**config.mk**
```make
export PLATFORM = sky130hd
export DESIGN_NAME = mfrc_core
export DESIGN_NICKNAME = d
export VERILOG_FILES = /design/src/mfrc_pkg.sv /design/src/mfrc_core.sv
export SDC_FILE = /design/constraint.sdc
export NUM_CORES = 2
export LEC_CHECK = 0
export BUFFER_PORTS_ARGS = -buffer_cell sky130_fd_sc_hd__buf_2
export CELL_PAD_IN_SITES_DETAIL_PLACEMENT = 1
export CELL_PAD_IN_SITES_GLOBAL_PLACEMENT = 1
export CORE_MARGIN = 10
export CORE_UTILIZATION = 48
export DETAILED_ROUTE_END_ITERATION = 8
export PLACE_DENSITY_LB_ADDON = 0.1
export RECOVER_POWER = 25
export SLEW_MARGIN = 20
export SYNTH_ARGS = -nofsm -noshare
export SYNTH_HDL_FRONTEND = slang
export SYNTH_SLANG_ARGS = --single-unit
```
**constraint.sdc**
```tcl
create_clock -name ref_clk -period 7.9 [get_ports ref_clk]
set_clock_uncertainty 0.2 [all_clocks]
set_input_delay 0.395 -clock ref_clk [delete_from_list [all_inputs] [get_ports ref_clk]]
set_output_delay 0.395 -clock ref_clk [all_outputs]
set_load 0.01 [all_outputs]
```
**src/mfrc_pkg.sv**
```systemverilog
// Constants for the memory fill and run control block
`default_nettype none
package mfrc_pkg;
   // Register offsets
   localparam logic [7:0] A_CTRL = 8'h00;
   localparam logic [7:0] A_FCFG = 8'h04;
   localparam logic [7:0] A_FSTART = 8'h08;
   localparam logic [7:0] A_FEND = 8'h0C;
   localparam logic [7:0] A_FDATA = 8'h10;
   localparam logic [7:0] A_FSTAT = 8'h14;
   localparam logic [7:0] A_FAILADR = 8'h18;
   localparam logic [7:0] A_FAILWR = 8'h1C;
   localparam logic [7:0] A_FAILRD = 8'h20;
   localparam logic [7:0] A_RCFG = 8'h24;
   localparam logic [7:0] A_RSTART = 8'h28;
   localparam logic [7:0] A_RSTOP = 8'h2C;
   localparam logic [7:0] A_RSTAT = 8'h30;
   // Control bits
   localparam int CTRL_FILL_GO = 0;
   localparam int CTRL_RUN_GO = 1;
   localparam int CTRL_ABORT = 2;
   // Fill config fields
   localparam int FC_SIZE = 0;
   localparam int FC_NOVER = 2;
   localparam int FC_COUNT = 3;
   localparam int FC_PAT = 4;
   localparam int FC_QUAL = 5;
   localparam int FC_ASID = 7;
   localparam int FC_MAPEN = 8;
   localparam int FC_MMUON = 9;
   // Run config fields
   localparam int RC_KIND = 0;
   localparam int RC_STOPEN = 2;
   localparam int RC_MODE = 3;
   localparam int RC_SEL = 6;
   // Reset values
   localparam logic [31:0] RST_WORD = 32'h0000_0000;
   localparam logic [7:0] DEF_PATTERN = 8'h00;
   // Timing
   localparam int unsigned CLK_NS = 8;
   localparam int unsigned POR_NS = 1000;
   localparam int unsigned POR_CYC = (POR_NS / CLK_NS < 1) ? 1 : POR_NS / CLK_NS;
   localparam int unsigned CR_NS [12] = '{6500, 9800, 50000, 100000, 500000, 1000000,
      5000000, 10000000, 50000000, 100000000, 500000000, 1000000000};
   typedef enum logic [1:0] {SZ_BYTE = 2'b00, SZ_WORD = 2'b01, SZ_LONG = 2'b10} mfrc_size_t;
   typedef enum logic [1:0] {Q_NONE = 2'b00, Q_PHYS = 2'b01, Q_VIRT = 2'b10} mfrc_qual_t;
   typedef enum logic [1:0] {TR_PHYS = 2'b00, TR_MAP = 2'b01, TR_TLB = 2'b10, TR_MMU = 2'b11} mfrc_tr_t;
   typedef enum logic [1:0] {K_PC = 2'b00, K_ADDR = 2'b01, K_RESET = 2'b10} mfrc_kind_t;
   typedef enum logic [2:0] {M_NORMAL = 3'b000, M_CYCRST = 3'b001, M_NOBRK = 3'b010,
      M_SEQ = 3'b011, M_TOUT = 3'b100} mfrc_mode_t;
   typedef enum logic [2:0] {H_NONE = 3'b000, H_STOP = 3'b001, H_BREAK = 3'b010,
      H_SEQ = 3'b011, H_TOUT = 3'b100, H_ABORT = 3'b101} mfrc_halt_t;
   typedef enum logic [1:0] {F_IDLE = 2'b00, F_CHK = 2'b01, F_WR = 2'b10, F_RD = 2'b11} mfrc_fst_t;
   typedef enum logic [1:0] {R_IDLE = 2'b00, R_RESET = 2'b01, R_RUN = 2'b10} mfrc_rst_t;
endpackage
`default_nettype wire

```
**src/mfrc_core.sv**
```systemverilog
// Memory fill engine and run control with APB registers
// Summary of operation
// Without a given pattern the fill writes zero bytes.
// Unit size is 1, 2 or 4 bytes; default is 1 byte.
// Range end is an inclusive end address or a byte count.
// Each written unit is read back and compared.
// A mismatch stops the fill and records address, written and read value.
// The no-verify option skips read-back and only writes.
// Word units clear address bit zero of the start.
// Long units clear the two low address bits of the start.
// No byte beyond the end address is ever written.
// Only chip-select areas zero to six or on-chip memory may be filled.
// Unqualified addresses use the map table if enabled, else MMU state.
// Virtual addresses go through the TLB; ASID only with virtual.
// Run starts at the given address, else at the current PC.
// Reset start pulses power-on reset, then runs from the vector.
// A stop address halts before the instruction there executes.
// No mode option means normal emulation.
// Cycle reset mode pulses reset periodically; breaks and trace off.
// Selector 1 to 12 picks the cycle reset interval.
// Suppress-break disables breaks for this run only.
// Sequential mode halts on channel two then channel one.
// Timeout mode halts on subroutine timeout or count limit. The code has no count limit: only subroutine_timing_analysis gives the timeout halt.
//
// Chosen here: register access over APB and the register offsets.
`timescale 1ns/100ps
`default_nettype none
module mfrc_core #(
   parameter int unsigned CR_CYC [12] = '{mfrc_pkg::CR_NS[0] / mfrc_pkg::CLK_NS,
      mfrc_pkg::CR_NS[1] / mfrc_pkg::CLK_NS, mfrc_pkg::CR_NS[2] / mfrc_pkg::CLK_NS,
      mfrc_pkg::CR_NS[3] / mfrc_pkg::CLK_NS, mfrc_pkg::CR_NS[4] / mfrc_pkg::CLK_NS,
      mfrc_pkg::CR_NS[5] / mfrc_pkg::CLK_NS, mfrc_pkg::CR_NS[6] / mfrc_pkg::CLK_NS,
      mfrc_pkg::CR_NS[7] / mfrc_pkg::CLK_NS, mfrc_pkg::CR_NS[8] / mfrc_pkg::CLK_NS,
      mfrc_pkg::CR_NS[9] / mfrc_pkg::CLK_NS, mfrc_pkg::CR_NS[10] / mfrc_pkg::CLK_NS,
      mfrc_pkg::CR_NS[11] / mfrc_pkg::CLK_NS}
) (
   input wire logic ref_clk,
   input wire logic reset,
   input wire logic ce,
   input wire logic psel,
   input wire logic penable,
   input wire logic pwrite,
   input wire logic [7:0] paddr,
   input wire logic [31:0] pwdata,
   output logic [31:0] prdata,
   output logic pready,
   output logic pslverr,
   output logic mem_req,
   output logic mem_we,
   output logic [31:0] mem_addr,
   output logic [31:0] mem_wdata,
   output logic [1:0] mem_size,
   output logic [1:0] mem_xlate,
   input wire logic mem_ack,
   input wire logic [31:0] mem_rdata,
   input wire logic area_permit,
   output logic power_on_reset_input,
   output logic tgt_run,
   output logic tgt_pc_load,
   output logic [31:0] tgt_pc,
   output logic brk_arm,
   output logic trace_arm,
   input wire logic fetch_valid,
   input wire logic [31:0] fetch_pc,
   input wire logic break_hit,
   input wire logic user_break_channel_condition_1,
   input wire logic user_break_channel_condition_2,
   input wire logic subroutine_timing_analysis
);
   // ==========================================================
   // Register bus
   logic [31:0] fcfg_r, fstart_r, fend_r, fdata_r, rcfg_r, rstart_r, rstop_r;
   logic [31:0] prdata_r, fail_adr_r, fail_wr_r, fail_rd_r;
   logic pslverr_r, f_done_r, f_fail_r, f_ref_r;
   mfrc_pkg::mfrc_fst_t fst_r;
   mfrc_pkg::mfrc_rst_t rst_r;
   mfrc_pkg::mfrc_halt_t halt_r;
   wire setup = psel && !penable;
   wire wr_acc = psel && penable && pwrite;
   wire hit_ctrl = paddr == mfrc_pkg::A_CTRL;
   wire mapped = paddr <= mfrc_pkg::A_RSTAT && paddr[1:0] == 2'b00;
   wire fill_go = ce && wr_acc && hit_ctrl && pwdata[mfrc_pkg::CTRL_FILL_GO];
   wire run_go = ce && wr_acc && hit_ctrl && pwdata[mfrc_pkg::CTRL_RUN_GO];
   wire abort_go = ce && wr_acc && hit_ctrl && pwdata[mfrc_pkg::CTRL_ABORT];
   wire [31:0] fstat = {28'h000_0000, f_ref_r, f_fail_r, f_done_r, fst_r != mfrc_pkg::F_IDLE};
   wire [31:0] rstat = {28'h000_0000, halt_r, tgt_run};
   wire [31:0] rd_mux =
      paddr == mfrc_pkg::A_FCFG ? fcfg_r :
      paddr == mfrc_pkg::A_FSTART ? fstart_r :
      paddr == mfrc_pkg::A_FEND ? fend_r :
      paddr == mfrc_pkg::A_FDATA ? fdata_r :
      paddr == mfrc_pkg::A_FSTAT ? fstat :
      paddr == mfrc_pkg::A_FAILADR ? fail_adr_r :
      paddr == mfrc_pkg::A_FAILWR ? fail_wr_r :
      paddr == mfrc_pkg::A_FAILRD ? fail_rd_r :
      paddr == mfrc_pkg::A_RCFG ? rcfg_r :
      paddr == mfrc_pkg::A_RSTART ? rstart_r :
      paddr == mfrc_pkg::A_RSTOP ? rstop_r :
      paddr == mfrc_pkg::A_RSTAT ? rstat : mfrc_pkg::RST_WORD;
   assign pready = 1'b1;
   assign prdata = prdata_r;
   assign pslverr = pslverr_r && psel && penable;

   always_ff @(posedge ref_clk)
   begin
      if (reset)
      begin
         prdata_r <= mfrc_pkg::RST_WORD;
         pslverr_r <= 1'b0;
      end
      else if (ce && setup)
      begin
         prdata_r <= rd_mux;
         pslverr_r <= !mapped;
      end
   end

   function automatic logic [31:0] wr_reg(input logic [7:0] a, input logic [31:0] old);
      wr_reg = (wr_acc && paddr == a) ? pwdata : old;
   endfunction

   always_ff @(posedge ref_clk)
   begin
      if (reset)
      begin
         fcfg_r <= mfrc_pkg::RST_WORD;
         fstart_r <= mfrc_pkg::RST_WORD;
         fend_r <= mfrc_pkg::RST_WORD;
         fdata_r <= mfrc_pkg::RST_WORD;
         rcfg_r <= mfrc_pkg::RST_WORD;
         rstart_r <= mfrc_pkg::RST_WORD;
         rstop_r <= mfrc_pkg::RST_WORD;
      end
      else if (ce)
      begin
         fcfg_r <= wr_reg(mfrc_pkg::A_FCFG, fcfg_r);
         fstart_r <= wr_reg(mfrc_pkg::A_FSTART, fstart_r);
         fend_r <= wr_reg(mfrc_pkg::A_FEND, fend_r);
         fdata_r <= wr_reg(mfrc_pkg::A_FDATA, fdata_r);
         rcfg_r <= wr_reg(mfrc_pkg::A_RCFG, rcfg_r);
         rstart_r <= wr_reg(mfrc_pkg::A_RSTART, rstart_r);
         rstop_r <= wr_reg(mfrc_pkg::A_RSTOP, rstop_r);
      end
   end

   // ==========================================================
   // Fill engine
   logic [1:0] f_size_r, f_xl_r;
   logic f_nover_r, f_pat_r, f_req_r, f_we_r;
   logic [31:0] f_addr_r, f_end_r, f_wd_r;
   wire [1:0] c_size = fcfg_r[mfrc_pkg::FC_SIZE +: 2] > mfrc_pkg::SZ_LONG ? mfrc_pkg::SZ_BYTE :
      fcfg_r[mfrc_pkg::FC_SIZE +: 2];
   wire [1:0] c_qual = fcfg_r[mfrc_pkg::FC_QUAL +: 2];
   wire c_bad_asid = fcfg_r[mfrc_pkg::FC_ASID] && c_qual != mfrc_pkg::Q_VIRT;
   wire [1:0] c_xl = c_qual == mfrc_pkg::Q_PHYS ? mfrc_pkg::TR_PHYS :
      c_qual == mfrc_pkg::Q_VIRT ? mfrc_pkg::TR_TLB :
      fcfg_r[mfrc_pkg::FC_MAPEN] ? mfrc_pkg::TR_MAP :
      fcfg_r[mfrc_pkg::FC_MMUON] ? mfrc_pkg::TR_MMU : mfrc_pkg::TR_PHYS;
   wire [31:0] c_mask = c_size == mfrc_pkg::SZ_LONG ? 32'hFFFF_FFFC :
      c_size == mfrc_pkg::SZ_WORD ? 32'hFFFF_FFFE : 32'hFFFF_FFFF;
   wire c_empty = fcfg_r[mfrc_pkg::FC_COUNT] && fend_r == mfrc_pkg::RST_WORD;
   wire [31:0] c_end = fcfg_r[mfrc_pkg::FC_COUNT] ? fstart_r + fend_r - 32'h0000_0001 : fend_r;
   wire [31:0] c_pat = fcfg_r[mfrc_pkg::FC_PAT] ? fdata_r : {24'h00_0000, mfrc_pkg::DEF_PATTERN};

   function automatic logic [32:0] unit_last(input logic [31:0] a, input logic [1:0] sz);
      unit_last = {1'b0, a} + (sz == mfrc_pkg::SZ_LONG ? 33'h0_0000_0003 :
         sz == mfrc_pkg::SZ_WORD ? 33'h0_0000_0001 : 33'h0_0000_0000);
   endfunction

   function automatic logic [31:0] lane_mask(input logic [1:0] sz);
      lane_mask = sz == mfrc_pkg::SZ_LONG ? 32'hFFFF_FFFF :
         sz == mfrc_pkg::SZ_WORD ? 32'h0000_FFFF : 32'h0000_00FF;
   endfunction

   wire past_end = unit_last(f_addr_r, f_size_r) > {1'b0, f_end_r};
   wire [31:0] f_step = f_addr_r + (f_size_r == mfrc_pkg::SZ_LONG ? 32'h0000_0004 :
      f_size_r == mfrc_pkg::SZ_WORD ? 32'h0000_0002 : 32'h0000_0001);
   wire rd_bad = (mem_rdata & lane_mask(f_size_r)) != f_wd_r;
   wire wr_done = fst_r == mfrc_pkg::F_WR && mem_ack;
   wire rd_done = fst_r == mfrc_pkg::F_RD && mem_ack;
   wire wrap = f_step == mfrc_pkg::RST_WORD;

   assign mem_req = f_req_r;
   assign mem_we = f_we_r;
   assign mem_addr = f_addr_r;
   assign mem_wdata = f_wd_r;
   assign mem_size = f_size_r;
   assign mem_xlate = f_xl_r;

   always_ff @(posedge ref_clk)
   begin
      if (reset)
      begin
         fst_r <= mfrc_pkg::F_IDLE;
         f_req_r <= 1'b0;
         f_we_r <= 1'b0;
         f_size_r <= mfrc_pkg::SZ_BYTE;
         f_xl_r <= mfrc_pkg::TR_PHYS;
         f_nover_r <= 1'b0;
         f_pat_r <= 1'b0;
         f_addr_r <= mfrc_pkg::RST_WORD;
         f_end_r <= mfrc_pkg::RST_WORD;
         f_wd_r <= mfrc_pkg::RST_WORD;
         f_done_r <= 1'b0;
         f_fail_r <= 1'b0;
         f_ref_r <= 1'b0;
         fail_adr_r <= mfrc_pkg::RST_WORD;
         fail_wr_r <= mfrc_pkg::RST_WORD;
         fail_rd_r <= mfrc_pkg::RST_WORD;
      end
      else if (ce)
      begin
         unique case (fst_r)
            mfrc_pkg::F_IDLE:
            begin
               if (fill_go)
               begin
                  f_done_r <= c_bad_asid || c_empty;
                  f_fail_r <= 1'b0;
                  f_ref_r <= c_bad_asid;
                  f_size_r <= c_size;
                  f_xl_r <= c_xl;
                  f_nover_r <= fcfg_r[mfrc_pkg::FC_NOVER];
                  f_pat_r <= fcfg_r[mfrc_pkg::FC_PAT];
                  f_addr_r <= fstart_r & c_mask;
                  f_end_r <= c_end;
                  f_wd_r <= c_pat & lane_mask(c_size);
                  if (!c_bad_asid && !c_empty)
                     fst_r <= mfrc_pkg::F_CHK;
               end
            end
            mfrc_pkg::F_CHK:
            begin
               if (past_end)
               begin
                  f_done_r <= 1'b1;
                  fst_r <= mfrc_pkg::F_IDLE;
               end
               else if (!area_permit)
               begin
                  f_ref_r <= 1'b1;
                  f_done_r <= 1'b1;
                  fst_r <= mfrc_pkg::F_IDLE;
               end
               else
               begin
                  f_req_r <= 1'b1;
                  f_we_r <= 1'b1;
                  fst_r <= mfrc_pkg::F_WR;
               end
            end
            mfrc_pkg::F_WR:
            begin
               if (mem_ack)
               begin
                  f_we_r <= 1'b0;
                  f_req_r <= !f_nover_r;
                  if (!f_nover_r)
                     fst_r <= mfrc_pkg::F_RD;
                  else
                  begin
                     f_addr_r <= f_step;
                     fst_r <= wrap ? mfrc_pkg::F_IDLE : mfrc_pkg::F_CHK;
                     f_done_r <= wrap;
                  end
               end
            end
            mfrc_pkg::F_RD:
            begin
               if (mem_ack)
               begin
                  f_req_r <= 1'b0;
                  if (rd_bad)
                  begin
                     f_fail_r <= 1'b1;
                     f_done_r <= 1'b1;
                     fail_adr_r <= f_addr_r;
                     fail_wr_r <= f_wd_r;
                     fail_rd_r <= mem_rdata & lane_mask(f_size_r);
                     fst_r <= mfrc_pkg::F_IDLE;
                  end
                  else
                  begin
                     f_addr_r <= f_step;
                     fst_r <= wrap ? mfrc_pkg::F_IDLE : mfrc_pkg::F_CHK;
                     f_done_r <= wrap;
                  end
               end
            end
         endcase
      end
   end

   // ==========================================================
   // Run control
   logic [2:0] mode_r;
   logic stop_en_r, seq2_r, pc_ld_r, por_r, cr_r;
   logic [31:0] pc_r, stop_r, cr_cnt_r, cr_max_r;
   logic [15:0] por_cnt_r;
   wire [3:0] r_sel = rcfg_r[mfrc_pkg::RC_SEL +: 4];
   wire [2:0] r_mode = rcfg_r[mfrc_pkg::RC_MODE +: 3] > mfrc_pkg::M_TOUT ? mfrc_pkg::M_NORMAL :
      rcfg_r[mfrc_pkg::RC_MODE +: 3];
   wire [1:0] r_kind = rcfg_r[mfrc_pkg::RC_KIND +: 2];
   wire sel_ok = r_sel >= 4'h1 && r_sel <= 4'hC;
   wire [31:0] sel_cyc = sel_ok ? 32'(CR_CYC[r_sel - 4'h1]) : 32'(CR_CYC[0]);
   wire running = rst_r == mfrc_pkg::R_RUN;
   wire stop_hit = running && stop_en_r && fetch_valid && fetch_pc == stop_r;
   wire seq_hit = mode_r == mfrc_pkg::M_SEQ && seq2_r && user_break_channel_condition_1;
   wire brk_hit = brk_arm && mode_r != mfrc_pkg::M_SEQ && break_hit;
   wire to_hit = mode_r == mfrc_pkg::M_TOUT && subroutine_timing_analysis;
   wire cr_fire = running && cr_r && cr_cnt_r >= cr_max_r - 32'h0000_0001;
   assign tgt_run = running;
   assign tgt_pc_load = pc_ld_r;
   assign tgt_pc = pc_r;
   assign power_on_reset_input = por_r;
   assign brk_arm = running && (mode_r == mfrc_pkg::M_NORMAL || mode_r == mfrc_pkg::M_SEQ
      || mode_r == mfrc_pkg::M_TOUT);
   assign trace_arm = running && mode_r != mfrc_pkg::M_CYCRST;

   always_ff @(posedge ref_clk)
   begin
      if (reset)
      begin
         rst_r <= mfrc_pkg::R_IDLE;
         halt_r <= mfrc_pkg::H_NONE;
         mode_r <= mfrc_pkg::M_NORMAL;
         stop_en_r <= 1'b0;
         seq2_r <= 1'b0;
         pc_ld_r <= 1'b0;
         por_r <= 1'b0;
         cr_r <= 1'b0;
         pc_r <= mfrc_pkg::RST_WORD;
         stop_r <= mfrc_pkg::RST_WORD;
         cr_cnt_r <= mfrc_pkg::RST_WORD;
         cr_max_r <= mfrc_pkg::RST_WORD;
         por_cnt_r <= 16'h0000;
      end
      else if (ce)
      begin
         pc_ld_r <= 1'b0;
         unique case (rst_r)
            mfrc_pkg::R_IDLE:
            begin
               if (run_go && (r_mode != mfrc_pkg::M_CYCRST || sel_ok))
               begin
                  halt_r <= mfrc_pkg::H_NONE;
                  mode_r <= r_mode;
                  cr_r <= r_mode == mfrc_pkg::M_CYCRST;
                  cr_max_r <= sel_cyc;
                  cr_cnt_r <= mfrc_pkg::RST_WORD;
                  seq2_r <= 1'b0;
                  stop_en_r <= rcfg_r[mfrc_pkg::RC_STOPEN];
                  stop_r <= rstop_r;
                  pc_r <= rstart_r;
                  pc_ld_r <= r_kind == mfrc_pkg::K_ADDR;
                  if (r_kind == mfrc_pkg::K_RESET)
                  begin
                     por_r <= 1'b1;
                     por_cnt_r <= 16'(mfrc_pkg::POR_CYC - 1);
                     rst_r <= mfrc_pkg::R_RESET;
                  end
                  else
                     rst_r <= mfrc_pkg::R_RUN;
               end
            end
            mfrc_pkg::R_RESET:
            begin
               if (por_cnt_r == 16'h0000)
               begin
                  por_r <= 1'b0;
                  rst_r <= mfrc_pkg::R_RUN;
               end
               else
                  por_cnt_r <= por_cnt_r - 16'h0001;
            end
            mfrc_pkg::R_RUN:
            begin
               if (user_break_channel_condition_2 && mode_r == mfrc_pkg::M_SEQ)
                  seq2_r <= 1'b1;
               cr_cnt_r <= cr_fire ? mfrc_pkg::RST_WORD : cr_cnt_r + 32'h0000_0001;
               if (cr_fire)
               begin
                  por_r <= 1'b1;
                  por_cnt_r <= 16'(mfrc_pkg::POR_CYC - 1);
               end
               else if (por_r)
               begin
                  por_cnt_r <= por_cnt_r - 16'h0001;
                  por_r <= por_cnt_r != 16'h0000;
               end
               if (abort_go || stop_hit || seq_hit || brk_hit || to_hit)
               begin
                  rst_r <= mfrc_pkg::R_IDLE;
                  por_r <= 1'b0;
                  halt_r <= abort_go ? mfrc_pkg::H_ABORT : stop_hit ? mfrc_pkg::H_STOP :
                     seq_hit ? mfrc_pkg::H_SEQ : to_hit ? mfrc_pkg::H_TOUT : mfrc_pkg::H_BREAK;
               end
            end
            default:
               rst_r <= mfrc_pkg::R_IDLE;
         endcase
      end
   end
endmodule
`default_nettype wire

```
==> flow_summary_export.csv <==
group,metric,value,unit
run_status,run_status,"finished, violations left",
run_status,violations,"max-capacitance violations, max-slew violations",
synthesis,async_reset_ff_share,0,%
synthesis,postSynthNetCount,4583,
die,die_w,280,um
final_layout,syn_to_final_growth,14.1,%
timing,finalHoldWorstSlack,0.0362,ns
die,die_y,280,um
synthesis,synth.ff_latch_count,612,
die,initial_core_util,48.4,%
worst_setup_path,worst_r2r_path_depth,23,
synthesis,netlist_area,32400,um2
cts,clock_sinks,612,
power_and_ir_drop,power.density,186,nW/um2
cts,cts_tree,"yes",
cts,clkLatencyLatePin,0.63,ns
placed_design,io_buffers,256,
synthesis,synth_edf_count,0,
final_layout,final_layout_size_suffix_gt1_share,7.61,%
drt,wl_per_cell,26.2,um
worst_setup_path,reg2reg_to,"mem_req$_SDFFE_PP0P_",
timing,fin_crit_sh,75.8,%
placed_design,hpwl,101000,um
timing,fmax,167,MHz
min_path,min_path_type,"in2reg",
drt,first_iter_violations,4192,
synthesis,synth_cells,4315,
drt,dr_total_vias,33900,
worst_setup_path,worstSetupStartpoint,"mem_size[0]$_SDFFE_PP0P_",
worst_setup_path,critPathRequiredTime,8.22,ns
power_and_ir_drop,leakage,13.3,nW
global_route,grt_pass1_vias,32200,
synthesis,synth_ff_type,"dfxtp_1",
cts,cts_buffers,71,
timing,min_period,5.99,ns
die,core-area,67000,um2
run,drv_cap,5,
timing,slew_violations,172,
cts,post_cts_buffers,0,
final_layout,nNetsFinal,4716,
global_route,grt_antenna_before_repair,9,
die,placementRows,95,
timing,rsz0062_at_grt,"false",
drt,postRouteAntennaNets,0,
worst_setup_path,path_max_fanout,18,
synthesis,syn_area_per_cell,7.51,um2
die,dieArea,78300,um2
timing,setup_slack,1.91,ns
worst_setup_path,rrSetupSlack,1.91,ns
worst_setup_path,critPathCapture,"mem_req$_SDFFE_PP0P_",
global_route,grt.overflow.total,0,
synthesis,ys_seq_area_share,37.8,%
worst_setup_path,end_kind,"register",
synthesis,yosysWarnings,0,
global_route,track_usage,34.4,%
cts,clk_path_buf_depth,3,
drt,wl,141000,um
power_and_ir_drop,power,6.90,mW
global_route,grt_max_degree,203,
cts,clockRootBuffer,"clkbuf_16",
synthesis,ys_types,82,
worst_setup_path,crit_type,"reg2reg",
timing,final.setup.tns,0,ns
placed_design,preCtsSetupSlack,1.96,ns
drt,drc,0,
timing,hold_viol,0,
cts,h-tree-depth,3,
placed_design,place_congestion,0.938,
drt,firstDrtPassIters,6,
drt,avgViaCountPerCell,6.30,
timing,setup_violations,0,
timing,tightest_slew,2.63,ns
worst_setup_path,arrival,6.31,ns
min_path,holdPathStages,4,
worst_setup_path,crit_path_start_kind,"register",
cts,path_clk_slew,0.06,ns
power_and_ir_drop,vdd_ir_drop_max,0.144,mV
global_route,grt_pass1_wl,207000,um
die,io_pins,258,
timing,relSlewSlack,-75.4,%
worst_setup_path,r2r_start,"mem_size[0]$_SDFFE_PP0P_",
where the power goes:
group	switching (mW)	internal, mW
registers	0.00835	3.09
logic	0.180	0.0738
clock network	1.44	2.10
total	1.63	5.27
per-layer routing:
metal	share of wire (%)	up-vias	global-route usage (%)
met4	3.5	6	11.3
met1	44	16800	48.4
met5	0.026	-	0
li1	-	15200	-
met3	9.7	270	6.65
met2	43	1624	52.1
timing repair:
action	CTS	global route
resized for setup	0	0
hold endpoints to repair	236	0
hold buffers	59	0
worst min-delay path by stage:
stage	start	to	slack, ns
floorplan	halt_r[1]$_SDFFE_PP0P_	halt_r[1]$_SDFFE_PP0P_	0.23
global placement	fail_rd_r[20]$_SDFFE_PP0P_	fail_rd_r[20]$_SDFFE_PP0P_	0.24
detailed placement	fcfg_r[22]$_SDFFE_PP0P_	fcfg_r[22]$_SDFFE_PP0P_	0.25
CTS	mem_rdata[12]	fail_rd_r[12]$_SDFFE_PP0P_	0.01
global route	mem_ack	mem_req$_SDFFE_PP0P_	0.03
finish	mem_rdata[12]	fail_rd_r[12]$_SDFFE_PP0P_	0.04
cells in the final DEF, fill, tap and decap left out, drive strengths merged, types with 20 or more instances in the layout:
| master | synthesis | final |
|---|---|---|
| nor2b | 25 | 25 |
| nand2b | 21 | 21 |
| nor3 | 86 | 86 |
| o22ai | 32 | 32 |
| mux2 | 20 | 20 |
| xnor2 | 86 | 86 |
| xor2 | 91 | 91 |
| dfxtp | 612 | 612 |
| a221oi | 45 | 45 |
| nor4 | 34 | 34 |
| clkbuf | 248 | 245 |
| a21oi | 593 | 593 |
| mux2i | 41 | 41 |
| nand4 | 50 | 50 |
| o21ai | 105 | 105 |
| a21o | 31 | 31 |
| buf | 56 | 160 |
| a211oi | 37 | 37 |
| and3 | 24 | 24 |
| a22oi | 108 | 108 |
| nand2 | 930 | 930 |
| nand3 | 114 | 114 |
| inv | 200 | 202 |
| ha | 149 | 149 |
| dlygate4sd3 | 0 | 59 |
| nor2 | 320 | 320 |
worst max-delay path: stages (launching register included):
cell and delay [ns]:
dfxtp_1 0.37, inv_1 0.08, ha_1 0.52, inv_1 0.13, ha_1 0.20, nor2b_1 0.13, o21ai_0 0.07, a21boi_0 0.37
and3_1 0.33, nand4_1 0.20, nor2_1 0.45, nand3_1 0.23, nor2_1 0.19, xor2_1 0.19, ha_1 0.26, nand2_1 0.09
o21ai_0 0.09, o211ai_1 0.11, a21oi_1 0.10, or4_1 0.41, a41oi_1 0.26, o22ai_1 0.21, or3_1 0.46, a221oi_1 0.24
stage by stage:
| stage | cell area, um2 | std cells | util, % |
|---|---|---|---|
| 3_5_place_dp | 34100 | 5189 | 50.8 |
| 4_1_cts | 37200 | 5378 | 55.4 |
| 3_3_place_gp | 34100 | 5189 | 50.8 |
| 5_1_grt | 37000 | 5380 | 55.2 |
| 2_1_floorplan | 32400 | 4315 | - |
| 6_report | 37000 | 5381 | 55.2 |
cell type report:
type | instances | area (um2)
fillers | 8390 | 30100
clock buffers | 100 | 2060
clock inverters | 30 | 439
well taps | 873 | 1090
diodes | 3 | 7.51
multi-input cells | 3199 | 18300
inverters | 200 | 751
flip-flops and latches | 612 | 12300
repair buffers | 364 | 2070
Yosys cell counts, drive strengths merged, types with 86 or more instances:
library cell | number | share of area, %
a21oi | 593 | 9.2
a22oi | 108 | 2.5
clkbuf | 248 | 2.9
dfxtp | 612 | 38
ha | 149 | 5.7
inv | 200 | 2.3
nand2 | 930 | 11
nand3 | 114 | 1.8
nor2 | 320 | 3.7
nor3 | 86 | 1.4
o21ai | 105 | 1.6
xnor2 | 86 | 2.3
xor2 | 91 | 2.5
cells by family after synthesis:
| family | after synthesis | share of synthesized area, % |
|---|---|---|
| AO/OA/AOI/OAI | 1091 | 20.3 |
| XOR/XNOR | 177 | 4.78 |
| adder cells (fa/ha/maj) | 152 | 5.90 |
| buffers and inverters | 504 | 6.04 |
| flip-flops | 612 | 37.8 |
| multiplexers | 61 | 1.96 |
| other | 1 | 0.0116 |
| AND/OR/NAND/NOR | 1717 | 23.2 |
No activity file was read; power rests on OpenSTA's default activity.
